### src/eozf_pkg.sv
// package for the endpoint zero out-transfer success flag block
// assumes one 125 MHz clock and an active-low asynchronous reset
package eozf_pkg;
   // ----------------------------------------
   // register layout and reset values
   // ----------------------------------------
   localparam int OK_FLAG_BIT = 0;
   localparam logic OK_FLAG_RESET = 1'b0;
   localparam logic FAIL_FLAG_RESET = 1'b0;
   localparam logic [7:0] STATUS_RESET = 8'h00;

   // ----------------------------------------
   // event carrier from the transaction engine
   // ----------------------------------------
   typedef struct packed {
      logic setup_token;
      logic out_ack;
      logic setup_ack;
      logic setup_needs_cpu;
   } eozf_evt_type;

   // software access to one flag bit: the ok status bit, or the fail flag that has no status bit
   typedef struct packed {
      logic rd;
      logic wr;
      logic wr_data;
   } eozf_cpu_type;

   typedef enum logic [1:0] {
      EOZF_IDLE = 2'b00,
      EOZF_ARMED = 2'b01
   } eozf_clr_state_type;
endpackage

### src/eozf_clear_guard.sv
// read-then-write-zero guard for one software-cleared flag
// assumes cpu strobes are synchronous one-cycle pulses
`timescale 1ns/1ps
`default_nettype none
module eozf_clear_guard (
   input wire logic clock,
   input wire logic rst_n,
   input wire logic flag,
   input wire eozf_pkg::eozf_cpu_type cpu,
   output logic clear_ok
);
   typedef struct packed {
      eozf_pkg::eozf_clr_state_type st;
   } eozf_guard_type;

   eozf_guard_type state;
   eozf_guard_type next_state;

   // clear allowed only once the flag has been seen as one
   assign clear_ok = cpu.wr && !cpu.wr_data && (state.st == eozf_pkg::EOZF_ARMED);

   always_comb begin
      next_state = state;
      case (state.st)
         eozf_pkg::EOZF_IDLE: begin
            if (cpu.rd && flag) begin
               next_state.st = eozf_pkg::EOZF_ARMED;
            end
         end
         default: begin
            // any write consumes the arming; a flag dropped by hardware disarms too
            if (cpu.wr || !flag) begin
               next_state.st = eozf_pkg::EOZF_IDLE;
            end
         end
      endcase
   end

   always_ff @(posedge clock or negedge rst_n) begin
      if (!rst_n) begin
         state <= '{st: eozf_pkg::EOZF_IDLE};
      end else begin
         state <= next_state;
      end
   end
endmodule
`default_nettype wire

### src/eozf_top.sv
// endpoint zero out-transfer success flag with its failure flag partner
// assumes transaction events are one-cycle pulses on the system clock
`timescale 1ns/1ps
`default_nettype none
module eozf_top (
   input wire logic clock,
   input wire logic rst_n,
   input wire eozf_pkg::eozf_evt_type evt,
   input wire logic setup_intercept_bit,
   input wire eozf_pkg::eozf_cpu_type cpu,
   input wire eozf_pkg::eozf_cpu_type fail_cpu,
   output logic [7:0] status_reg,
   output logic ep_zero_out_ok_flag,
   output logic ep_zero_out_fail_flag
);
   // ----------------------------------------
   // state
   // ----------------------------------------
   typedef struct packed {
      logic ok;
      logic fail;
   } eozf_state_type;

   eozf_state_type state;
   eozf_state_type next_state;
   logic ok_clear;
   logic fail_clear;
   logic set_ok;
   logic set_fail;
   logic setup_for_cpu;
   logic setup_for_core;
   logic setup_blocked;

   // each flag keeps its own guard so a read of one never arms the other
   eozf_clear_guard ok_guard (
      .clock(clock),
      .rst_n(rst_n),
      .flag(state.ok),
      .cpu(cpu),
      .clear_ok(ok_clear)
   );

   eozf_clear_guard fail_guard (
      .clock(clock),
      .rst_n(rst_n),
      .flag(state.fail),
      .cpu(fail_cpu),
      .clear_ok(fail_clear)
   );

   // ----------------------------------------
   // set and clear conditions
   // ----------------------------------------
   // intercept mode hands every setup command to firmware, so its setup ack may set neither flag
   always_comb begin
      setup_for_cpu = evt.setup_ack && evt.setup_needs_cpu && !setup_intercept_bit;
      setup_for_core = evt.setup_ack && !evt.setup_needs_cpu && !setup_intercept_bit;
      setup_blocked = evt.setup_ack && setup_intercept_bit;
   end

   always_comb begin
      set_ok = evt.out_ack || setup_for_cpu;
      set_fail = setup_for_core;
   end

   always_comb begin
      next_state = state;
      // setup token and software clear lose to a same-cycle set
      if (evt.setup_token || ok_clear) begin
         next_state.ok = 1'b0;
      end
      if (set_ok) begin
         next_state.ok = 1'b1;
      end
      if (fail_clear) begin
         next_state.fail = 1'b0;
      end
      if (set_fail) begin
         next_state.fail = 1'b1;
      end
   end

   always_ff @(posedge clock or negedge rst_n) begin
      if (!rst_n) begin
         state <= '{ok: eozf_pkg::OK_FLAG_RESET, fail: eozf_pkg::FAIL_FLAG_RESET};
      end else begin
         state <= next_state;
      end
   end

   // the other bits belong to other endpoints and read as zero here
   always_comb begin
      status_reg = eozf_pkg::STATUS_RESET;
      status_reg[eozf_pkg::OK_FLAG_BIT] = state.ok;
   end

   assign ep_zero_out_ok_flag = state.ok;
   assign ep_zero_out_fail_flag = state.fail;
endmodule
`default_nettype wire

### config.mk
export PLATFORM = sky130hd
export DESIGN_NAME = eozf_top
export DESIGN_NICKNAME = d
export VERILOG_FILES = /design/src/eozf_pkg.sv /design/src/eozf_clear_guard.sv /design/src/eozf_top.sv
export SDC_FILE = /design/constraint.sdc
export NUM_CORES = 1
export LEC_CHECK = 0
export BUFFER_PORTS_ARGS = -buffer_cell sky130_fd_sc_hd__buf_2
export CORE_AREA = 2 2 39 41
export CTS_BUF_LIST = sky130_fd_sc_hd__clkbuf_4
export DETAILED_ROUTE_END_ITERATION = 7
export DIE_AREA = 0 0 41 43
export MAX_ROUTING_LAYER = met4
export SLEW_MARGIN = 25
export SYNTH_ARGS = -nofsm -noshare
export SYNTH_HDL_FRONTEND = slang
export SYNTH_SLANG_ARGS = --single-unit
### constraint.sdc
create_clock -name clock -period 1.25 [get_ports clock]
set_input_delay 0.1875 -clock clock [delete_from_list [all_inputs] [get_ports clock]]
set_output_delay 0.1875 -clock clock [all_outputs]
set_load 0.005 [all_outputs]
==> impl_metrics.yaml, run 1 <==
outcome:
  status: "completed"
floorplanning:
  die_x_um: 41
  design.core.area_mm2: 0.00138
  std_cell_rows: 14
  die-height_um: 43
  initial_core_util_pct: 18.4
  ioPinCount: 23
  dieArea_mm2: 0.00176
timing:
  setup_ws_ns: 0.312
  holdWs_ns: 0.153
  fmax_mhz: 1070
  finalHoldViolCount: 0
  fin_tns_setup_ns: 0
  fin_crit_ns: 0.938
  setup_viol: 0
  maxSlewViolCount: 0
  rsz0062_at_grt: "no"
  period_share_pct: 75.0
  skew_ns: 0.0000499
synth:
  synth_top_cell_by_area: "dfrtp_1"
  synthesis.area_um2: 254
  synth_seq_cells: 4
  synth_top_area_share_pct: 39.4
  synth_cells: 26
  syn_area_per_cell_um2: 9.77
  ys_seq_area_share_pct: 39.4
  synth_area_leaders: "dfrtp_1 (39%), buf_4 (24%), nand2b_1 (9.9%), a21boi_1 (5.9%), nand3b_1 (5.9%)"
  synth_cell_types: 10
  ys_warn_count: 0
critical_path:
  start_kind: "flip-flop"
  r2r_slack_ns: 0.32
  critPathSlowestCell: "dfrtp_1"
  crit_type: "reg2out"
  reg2reg_depth: 2
  r2r-end: "ep_zero_out_ok_flag$_DFFE_PN0P_"
  r2r-start: "ep_zero_out_ok_flag$_DFFE_PN0P_"
  crit_family: "flip-flops"
  critPathMaxStageDelay_ns: 0.38
  worstPathMaxFanout: 4
  required_ns: 1.06
  critPathArrivalTime_ns: 0.75
  cp.buffers_inverters: 1
  crit_chain: "buf_2"
  endpoint_kind: "output port"
clocking:
  cts_max_path_buffers: 2
  cts_made_buffers: 3
  cts_root_buffer: "clkbuf_4"
  clock_latency_ns: 0.23
  cts.clk_slew.worst_paths_ns: 0.04
  postCtsSetupBuffers: 0
  cts_tree: "done"
  cts.sinks: 4
  h-tree-depth: 1
routing:
  dr_wl_met2_um: 203
  drtIter0Drc: 5
  post_drt_wl_per_cell_um: 7.92
  wl_met3_um: 75
  antenna_left: 0
  vias_per_cell: 3.39
  wl_met1_um: 188
  drc: 0
  dr.pass1.iters: 3
  wl_um: 467
  top_layer: "met3"
  num_vias: 200
grt:
  overflow: 0
  grt_max_degree: 5
  antenna_found_initial: 0
  grt_pass1_vias: 192
  grt_pass1_wl_um: 738
  grtUsageTotal_pct: 6.71
min_path:
  holdPathStages: 2
  hold_path_class: "in2reg"
  whs_endpoint: "ep_zero_out_ok_flag$_DFFE_PN0P_"
  hold_start: "evt[2]"
power:
  p_leak_nw: 0.180
  power.density_mw_per_mm2: 1290
  p_switching_uw: 109
  p_int_uw: 334
  seqPwrFrac_pct: 42.5
  switching_share_pct: 24.6
  total_power_uw: 443
  peakVddDrop_v: 0.000439
  power_frac_clock_pct: 34.9
  comb_power_share_pct: 22.6
layout:
  n_antenna_cell: 0
  fillCellCount: 160
  synthToLayoutAreaGrowth_pct: 35.5
  layout_commonest_cell: "buf_2"
  fin_cells: 59
  layout-drive-gt1-share_pct: 41.9
  nNetsFinal: 58
  final_cell_mix: "buf_2 (15), conb_1 (7), nand2b_1 (4), dfrtp_1 (4), clkbuf_4 (3)"
placement:
  portBuffers: 15
  dp_slack_ns: 0.315
  gp_congestion: 0.604
  placedCellCount: 55
flow_run:
  timing.max_cap.violations: 0
## cell usage after synthesis
cell	n
a21boi_1	2
a221o_1	1
a22o_1	1
buf_4	8
conb_1	1
dfrtp_1	4
inv_1	1
nand2b_1	4
nand3b_1	2
nor2b_1	2
## cells by family after synthesis
group | count (synthesis) | share of synthesized area [%]
AO/OA/AOI/OAI | 4 | 13.3
buffers and inverters | 9 | 25.1
other | 1 | 1.48
flip-flops | 4 | 39.4
AND/OR/NAND/NOR | 8 | 20.7
## per-stage QoR
stage / area, µm² / utilization [%]
after CTS: 344 / 24.9
after global placement: 312 / 22.5
after detailed placement: 312 / 22.5
after global routing: 344 / 24.9
final: 344 / 24.9
after floorplan: 277 / -
## timing repair
action	CTS	global route
resized for setup	0	0
endpoints found under the hold margin	4	0
hold buffers	1	0
## power groups by stage
stage	registers (mW)	logic, mW	clock network [mW]
6_report	0.188	0.0999	0.155
5_1_grt	0.196	0.113	0.169
4_1_cts	0.189	0.101	0.164
3_5_place_dp	0.191	0.0983	0
3_3_place_gp	0.191	0.0971	0
2_1_floorplan	0.186	0.0722	0
## per-layer routing
| layer | global-route usage (%) | vias to the layer above |
|---|---|---|
| li1 | - | 104 |
| met1 | 7.79 | 82 |
| met2 | 8.13 | 14 |
| met3 | 1.57 | 0 |
| met4 | 8.00 | 0 |
| met5 | - | - |
## flip-flops by register name, summed over array words and instances, names as in the netlist
signal and cells:
ep_zero_out_fail_flag 1, ep_zero_out_ok_flag 1, fail_guard.state 1, ok_guard.state 1
## worst max path at each step
stage	startpoint	end	cells past startpoint
after floorplan	ep_zero_out_ok_flag$_DFFE_PN0P_	ep_zero_out_ok_flag$_DFFE_PN0P_	2
after detailed placement	ep_zero_out_ok_flag$_DFFE_PN0P_	ep_zero_out_ok_flag$_DFFE_PN0P_	2
after global routing	ep_zero_out_ok_flag$_DFFE_PN0P_	ep_zero_out_ok_flag	1
final	ep_zero_out_ok_flag$_DFFE_PN0P_	ep_zero_out_ok_flag	1
after CTS	ep_zero_out_ok_flag$_DFFE_PN0P_	ep_zero_out_ok_flag	1
after global placement	ep_zero_out_ok_flag$_DFFE_PN0P_	ep_zero_out_ok_flag$_DFFE_PN0P_	2
## layout make-up
| cell class | count | area [µm²] | area share [%] |
|---|---|---|---|
| flip-flops and latches | 4 | 100 | 29.1 |
| multi-input cells | 19 | 113 | 32.7 |
| clock buffers | 3 | 22.5 | 6.55 |
| repair buffers | 16 | 85.1 | 24.7 |
| well taps | 16 | 20.0 | 5.82 |
| inverters | 1 | 3.75 | 1.09 |
(Power assumes the default switching activity.)
==> run 2, diff against run 1 <==
clock period = 0.88 ns   (was 1.25 ns; I/O delays follow)
==> impl_metrics.yaml, run 2 (same netlist as run 1, synthesis figures left out) <==
outcome:
  status: "finished with violations"
  failed_checks: "negative setup slack"
critical_path:
  required_ns: 0.75
  endpoint_kind: "output port"
  crit_type: "reg2out"
  start_kind: "flip-flop"
  worstPathMaxFanout: 3
  r2r-end: "ep_zero_out_ok_flag$_DFFE_PN0P_"
  crit_path_start: "ep_zero_out_ok_flag$_DFFE_PN0P_"
  r2r_slack_ns: -0.06
  reg2reg_depth: 2
  r2r-start: "ep_zero_out_ok_flag$_DFFE_PN0P_"
  critPathArrivalTime_ns: 0.84
  cp-endpoint: "status_reg[0]"
timing:
  maxSlewViolCount: 0
  fin_crit_ns: 0.975
  period_share_pct: 111
  fin_tns_setup_ns: -0.252
  skew_ns: 0.0000346
  setup_ws_ns: -0.0953
  holdWs_ns: 0.0933
  finalHoldViolCount: 0
  fmax_mhz: 1030
  setup_viol: 3
  rsz0062_at_grt: "yes"
clocking:
  cts_tree: "done"
  clock_latency_ns: 0.24
  cts_made_buffers: 3
  cts.clk_slew.worst_paths_ns: 0.04
  h-tree-depth: 1
  cts_max_path_buffers: 2
  cts.sinks: 4
  cts_root_buffer: "clkbuf_4"
placement:
  placedCellCount: 57
  gp_congestion: 0.622
  portBuffers: 15
layout:
  layout_commonest_cell: "buf_2"
  n_antenna_cell: 0
  final_cell_mix: "buf_2 (13), conb_1 (7), nand2b_1 (4), dfrtp_1 (4)"
  final_util_pct: 27.8
  synthToLayoutAreaGrowth_pct: 51.7
  fin_cells: 62
  layout-drive-gt1-share_pct: 47.8
  nNetsFinal: 61
  fillCellCount: 153
grt:
  grt_pass1_vias: 187
  grtUsageTotal_pct: 7.33
  grt_pass1_wl_um: 738
  overflow: 0
  grt_max_degree: 5
  antenna_found_initial: 0
routing:
  vias_per_cell: 3.50
  antenna_left: 0
  drc: 0
  drtIter0Drc: 2
  num_vias: 217
  dr.pass1.iters: 3
  post_drt_wl_per_cell_um: 8.06
  wl_um: 500
floorplanning:
  dieArea_mm2: 0.00176
  std_cell_rows: 14
  design.core.area_mm2: 0.00138
  ioPinCount: 23
  initial_core_util_pct: 18.4
  die_x_um: 41
  die-height_um: 43
flow_run:
  timing.max_cap.violations: 0
power:
  power.density_mw_per_mm2: 1830
  total_power_uw: 705
  peakVddDrop_v: 0.000706
  p_leak_nw: 0.203
min_path:
  holdPathStages: 2
  hold_path_class: "in2reg"
==> run 2: timing repair <==
action,CTS,global route
endpoints found under the setup margin,4,4
endpoints found under the hold margin,4,0
cloned,0,0
buffers inserted,1,0
hold buffers,1,0
resized for setup,3,1
==> run 2: critical path, stage by stage, from the launching register on <==
cell     delay, ns
dfrtp_1       0.38
buf_6         0.13
buf_6         0.10
==> run 2: where the power goes <==
part | switching, mW | leakage, nW | internal, mW | total, mW
registers | 0.0330 | 0.0466 | 0.233 | 0.266
clock network | 0.0829 | 0.0138 | 0.153 | 0.236
logic | 0.0688 | 0.143 | 0.135 | 0.203
total | 0.185 | 0.203 | 0.521 | 0.705
==> run 2: stage by stage <==
step / worst slack, ns / cell area (µm²)
floorplan: -0.0506 / 277
global placement: -0.0189 / 327
detailed placement: -0.0306 / 327
CTS: -0.111 / 383
global route: -0.125 / 385
finish: -0.0953 / 385
==> run 2: layout make-up <==
| class | count | area (µm²) | area share (%) |
|---|---|---|---|
| multi-input combinational | 19 | 115 | 29.9 |
| timing repair buffer | 19 | 124 | 32.1 |
| inverter | 1 | 3.75 | 0.974 |
| tap | 16 | 20.0 | 5.19 |
| clock buffer | 3 | 22.5 | 5.84 |
| sequential | 4 | 100 | 26.0 |
==> run 2: worst min path at each step <==
stage | startpoint | to | slack, ns
6_report | evt[2] | ep_zero_out_ok_flag$_DFFE_PN0P_ | 0.09
5_1_grt | evt[2] | ep_zero_out_ok_flag$_DFFE_PN0P_ | 0.10
4_1_cts | evt[2] | ep_zero_out_ok_flag$_DFFE_PN0P_ | 0.09
3_5_place_dp | rst_n | ok_guard.state[0]$_DFFE_PN0P_ | -0.06
3_3_place_gp | rst_n | ok_guard.state[0]$_DFFE_PN0P_ | -0.06
2_1_floorplan | rst_n | ep_zero_out_fail_flag$_DFFE_PN0P_ | -0.16
==> run 2: metal layers <==
layer  vias up  track usage [%]  routed length [µm]
li1        110                -                   -
met5         -                -                   0
met1        93             8.14                 217
met4         0             8.00                   0
met2        14             7.81                 216
met3         0             4.71                  66
==> run 3, diff against run 2 <==
BUFFER_PORTS_ARGS = not set   (was -buffer_cell sky130_fd_sc_hd__buf_2)
DONT_BUFFER_PORTS = 1   (was not set)
GPL_TIMING_DRIVEN = 0   (was not set)
==> impl_metrics.yaml, run 3 (same netlist as run 1, synthesis figures left out) <==
floorplanning:
  std_cell_rows: 14
  initial_core_util_pct: 18.4
  die-height_um: 43
  design.core.area_mm2: 0.00138
  dieArea_mm2: 0.00176
  ioPinCount: 23
  die_x_um: 41
critical_path:
  endpoint_kind: "flip-flop"
  critPathSlowestCell: "dfrtp_2"
  worstPathMaxFanout: 4
  start_kind: "flip-flop"
  crit_path_start: "ep_zero_out_ok_flag$_DFFE_PN0P_"
  r2r-end: "ep_zero_out_ok_flag$_DFFE_PN0P_"
  r2r-start: "ep_zero_out_ok_flag$_DFFE_PN0P_"
  critPathMaxStageDelay_ns: 0.43
  required_ns: 0.99
  critPathArrivalTime_ns: 1.11
  crit_chain: "nor2b_4, a221o_1"
  reg2reg_depth: 2
  crit_type: "reg2reg"
  r2r_slack_ns: -0.12
placement:
  hpwl_um: 451
  gp_congestion: 0.581
  dp_slack_ns: -0.144
  portBuffers: 0
power:
  power.density_mw_per_mm2: 1860
  p_leak_nw: 0.174
  total_power_uw: 636
  peakVddDrop_v: 0.000608
grt:
  overflow: 0
  grtUsageTotal_pct: 8.14
  grt_pass1_wl_um: 759
  grt_pass1_vias: 158
  antenna_found_initial: 0
  grt_max_degree: 5
routing:
  drtIter0Drc: 2
  wl_um: 547
  post_drt_wl_per_cell_um: 10.5
  num_vias: 187
  vias_per_cell: 3.60
  antenna_left: 0
  drc: 0
  dr.pass1.iters: 3
clocking:
  clock_latency_ns: 0.24
  cts_made_buffers: 3
  cts_tree: "done"
  cts.clk_slew.worst_paths_ns: 0.03
  cts_max_path_buffers: 2
  cts_root_buffer: "clkbuf_4"
  cts.sinks: 4
  h-tree-depth: 1
outcome:
  failed_checks: "negative setup slack"
  status: "finished with violations"
min_path:
  hold_start: "evt[2]"
  hold_path_class: "in2reg"
  holdPathStages: 1
  whs_endpoint: "ep_zero_out_ok_flag$_DFFE_PN0P_"
timing:
  period_share_pct: 114
  setup_ws_ns: -0.119
  fmax_mhz: 1000
  maxSlewViolCount: 0
  rsz0062_at_grt: "yes"
  fin_crit_ns: 0.999
  finalHoldViolCount: 0
  skew_ns: 0.00910
  setup_viol: 2
  fin_tns_setup_ns: -0.164
layout:
  final_cell_mix: "buf_4 (7), conb_1 (7), nand2b_1 (4)"
  final_util_pct: 24.7
  nNetsFinal: 51
  n_antenna_cell: 0
  synthToLayoutAreaGrowth_pct: 34.5
  layout-drive-gt1-share_pct: 36.1
flow_run:
  timing.max_cap.violations: 0
## run 3: worst max path at each step
stage	endpoint	slack [ns]	depth (start not counted)
after detailed placement	ep_zero_out_ok_flag$_DFFE_PN0P_	-0.14	2
after CTS	ep_zero_out_ok_flag$_DFFE_PN0P_	-0.14	2
after global routing	ep_zero_out_ok_flag$_DFFE_PN0P_	-0.14	2
after global placement	ep_zero_out_ok_flag$_DFFE_PN0P_	-0.11	2
after floorplan	ep_zero_out_ok_flag$_DFFE_PN0P_	-0.05	2
final	ep_zero_out_ok_flag$_DFFE_PN0P_	-0.12	2
## run 3: per-layer routing
metal	track usage [%]	share of wire, %
met5	-	0
met1	7.42	34
met3	5.24	17
met2	9.69	49
met4	10.0	0
## run 3: per-stage QoR
step                      area [µm²]  cells  hold slack, ns
after global routing             342     52          0.0182
after detailed placement         297     48          -0.163
final                            342     52          0.0266
after CTS                        334     52          0.0176
after floorplan                  277     32          -0.164
after global placement           297     48          -0.163
## run 3: power by group
group | internal (mW) | switching [mW] | total, mW
Combinational | 0.0841 | 0.0398 | 0.124
Sequential | 0.234 | 0.0437 | 0.277
Clock | 0.153 | 0.0813 | 0.234
## run 3: critical path, delay by kind of cell (launching register included)
kind	cells	cell delay (ns)
flops	1	0.43
compound gates	1	0.31
simple gates	1	0.13
## run 3: cell type report
class                      instances  area, µm²
clock buffer                       3       22.5
fill                             154       1040
inverter                           1       3.75
multi-input combinational         19        120
tap                               16       20.0
buffer                             8       63.8
timing repair buffer               1       10.0
sequential                         4        101
## run 3: repair_timing
item | CTS | global route
setup endpoints to repair | 2 | 2
endpoints found under the hold margin | 4 | 0
setup buffers | 0 | 0
gates resized for setup | 2 | 2
hold buffers | 1 | 0
pin swaps | 0 | 0
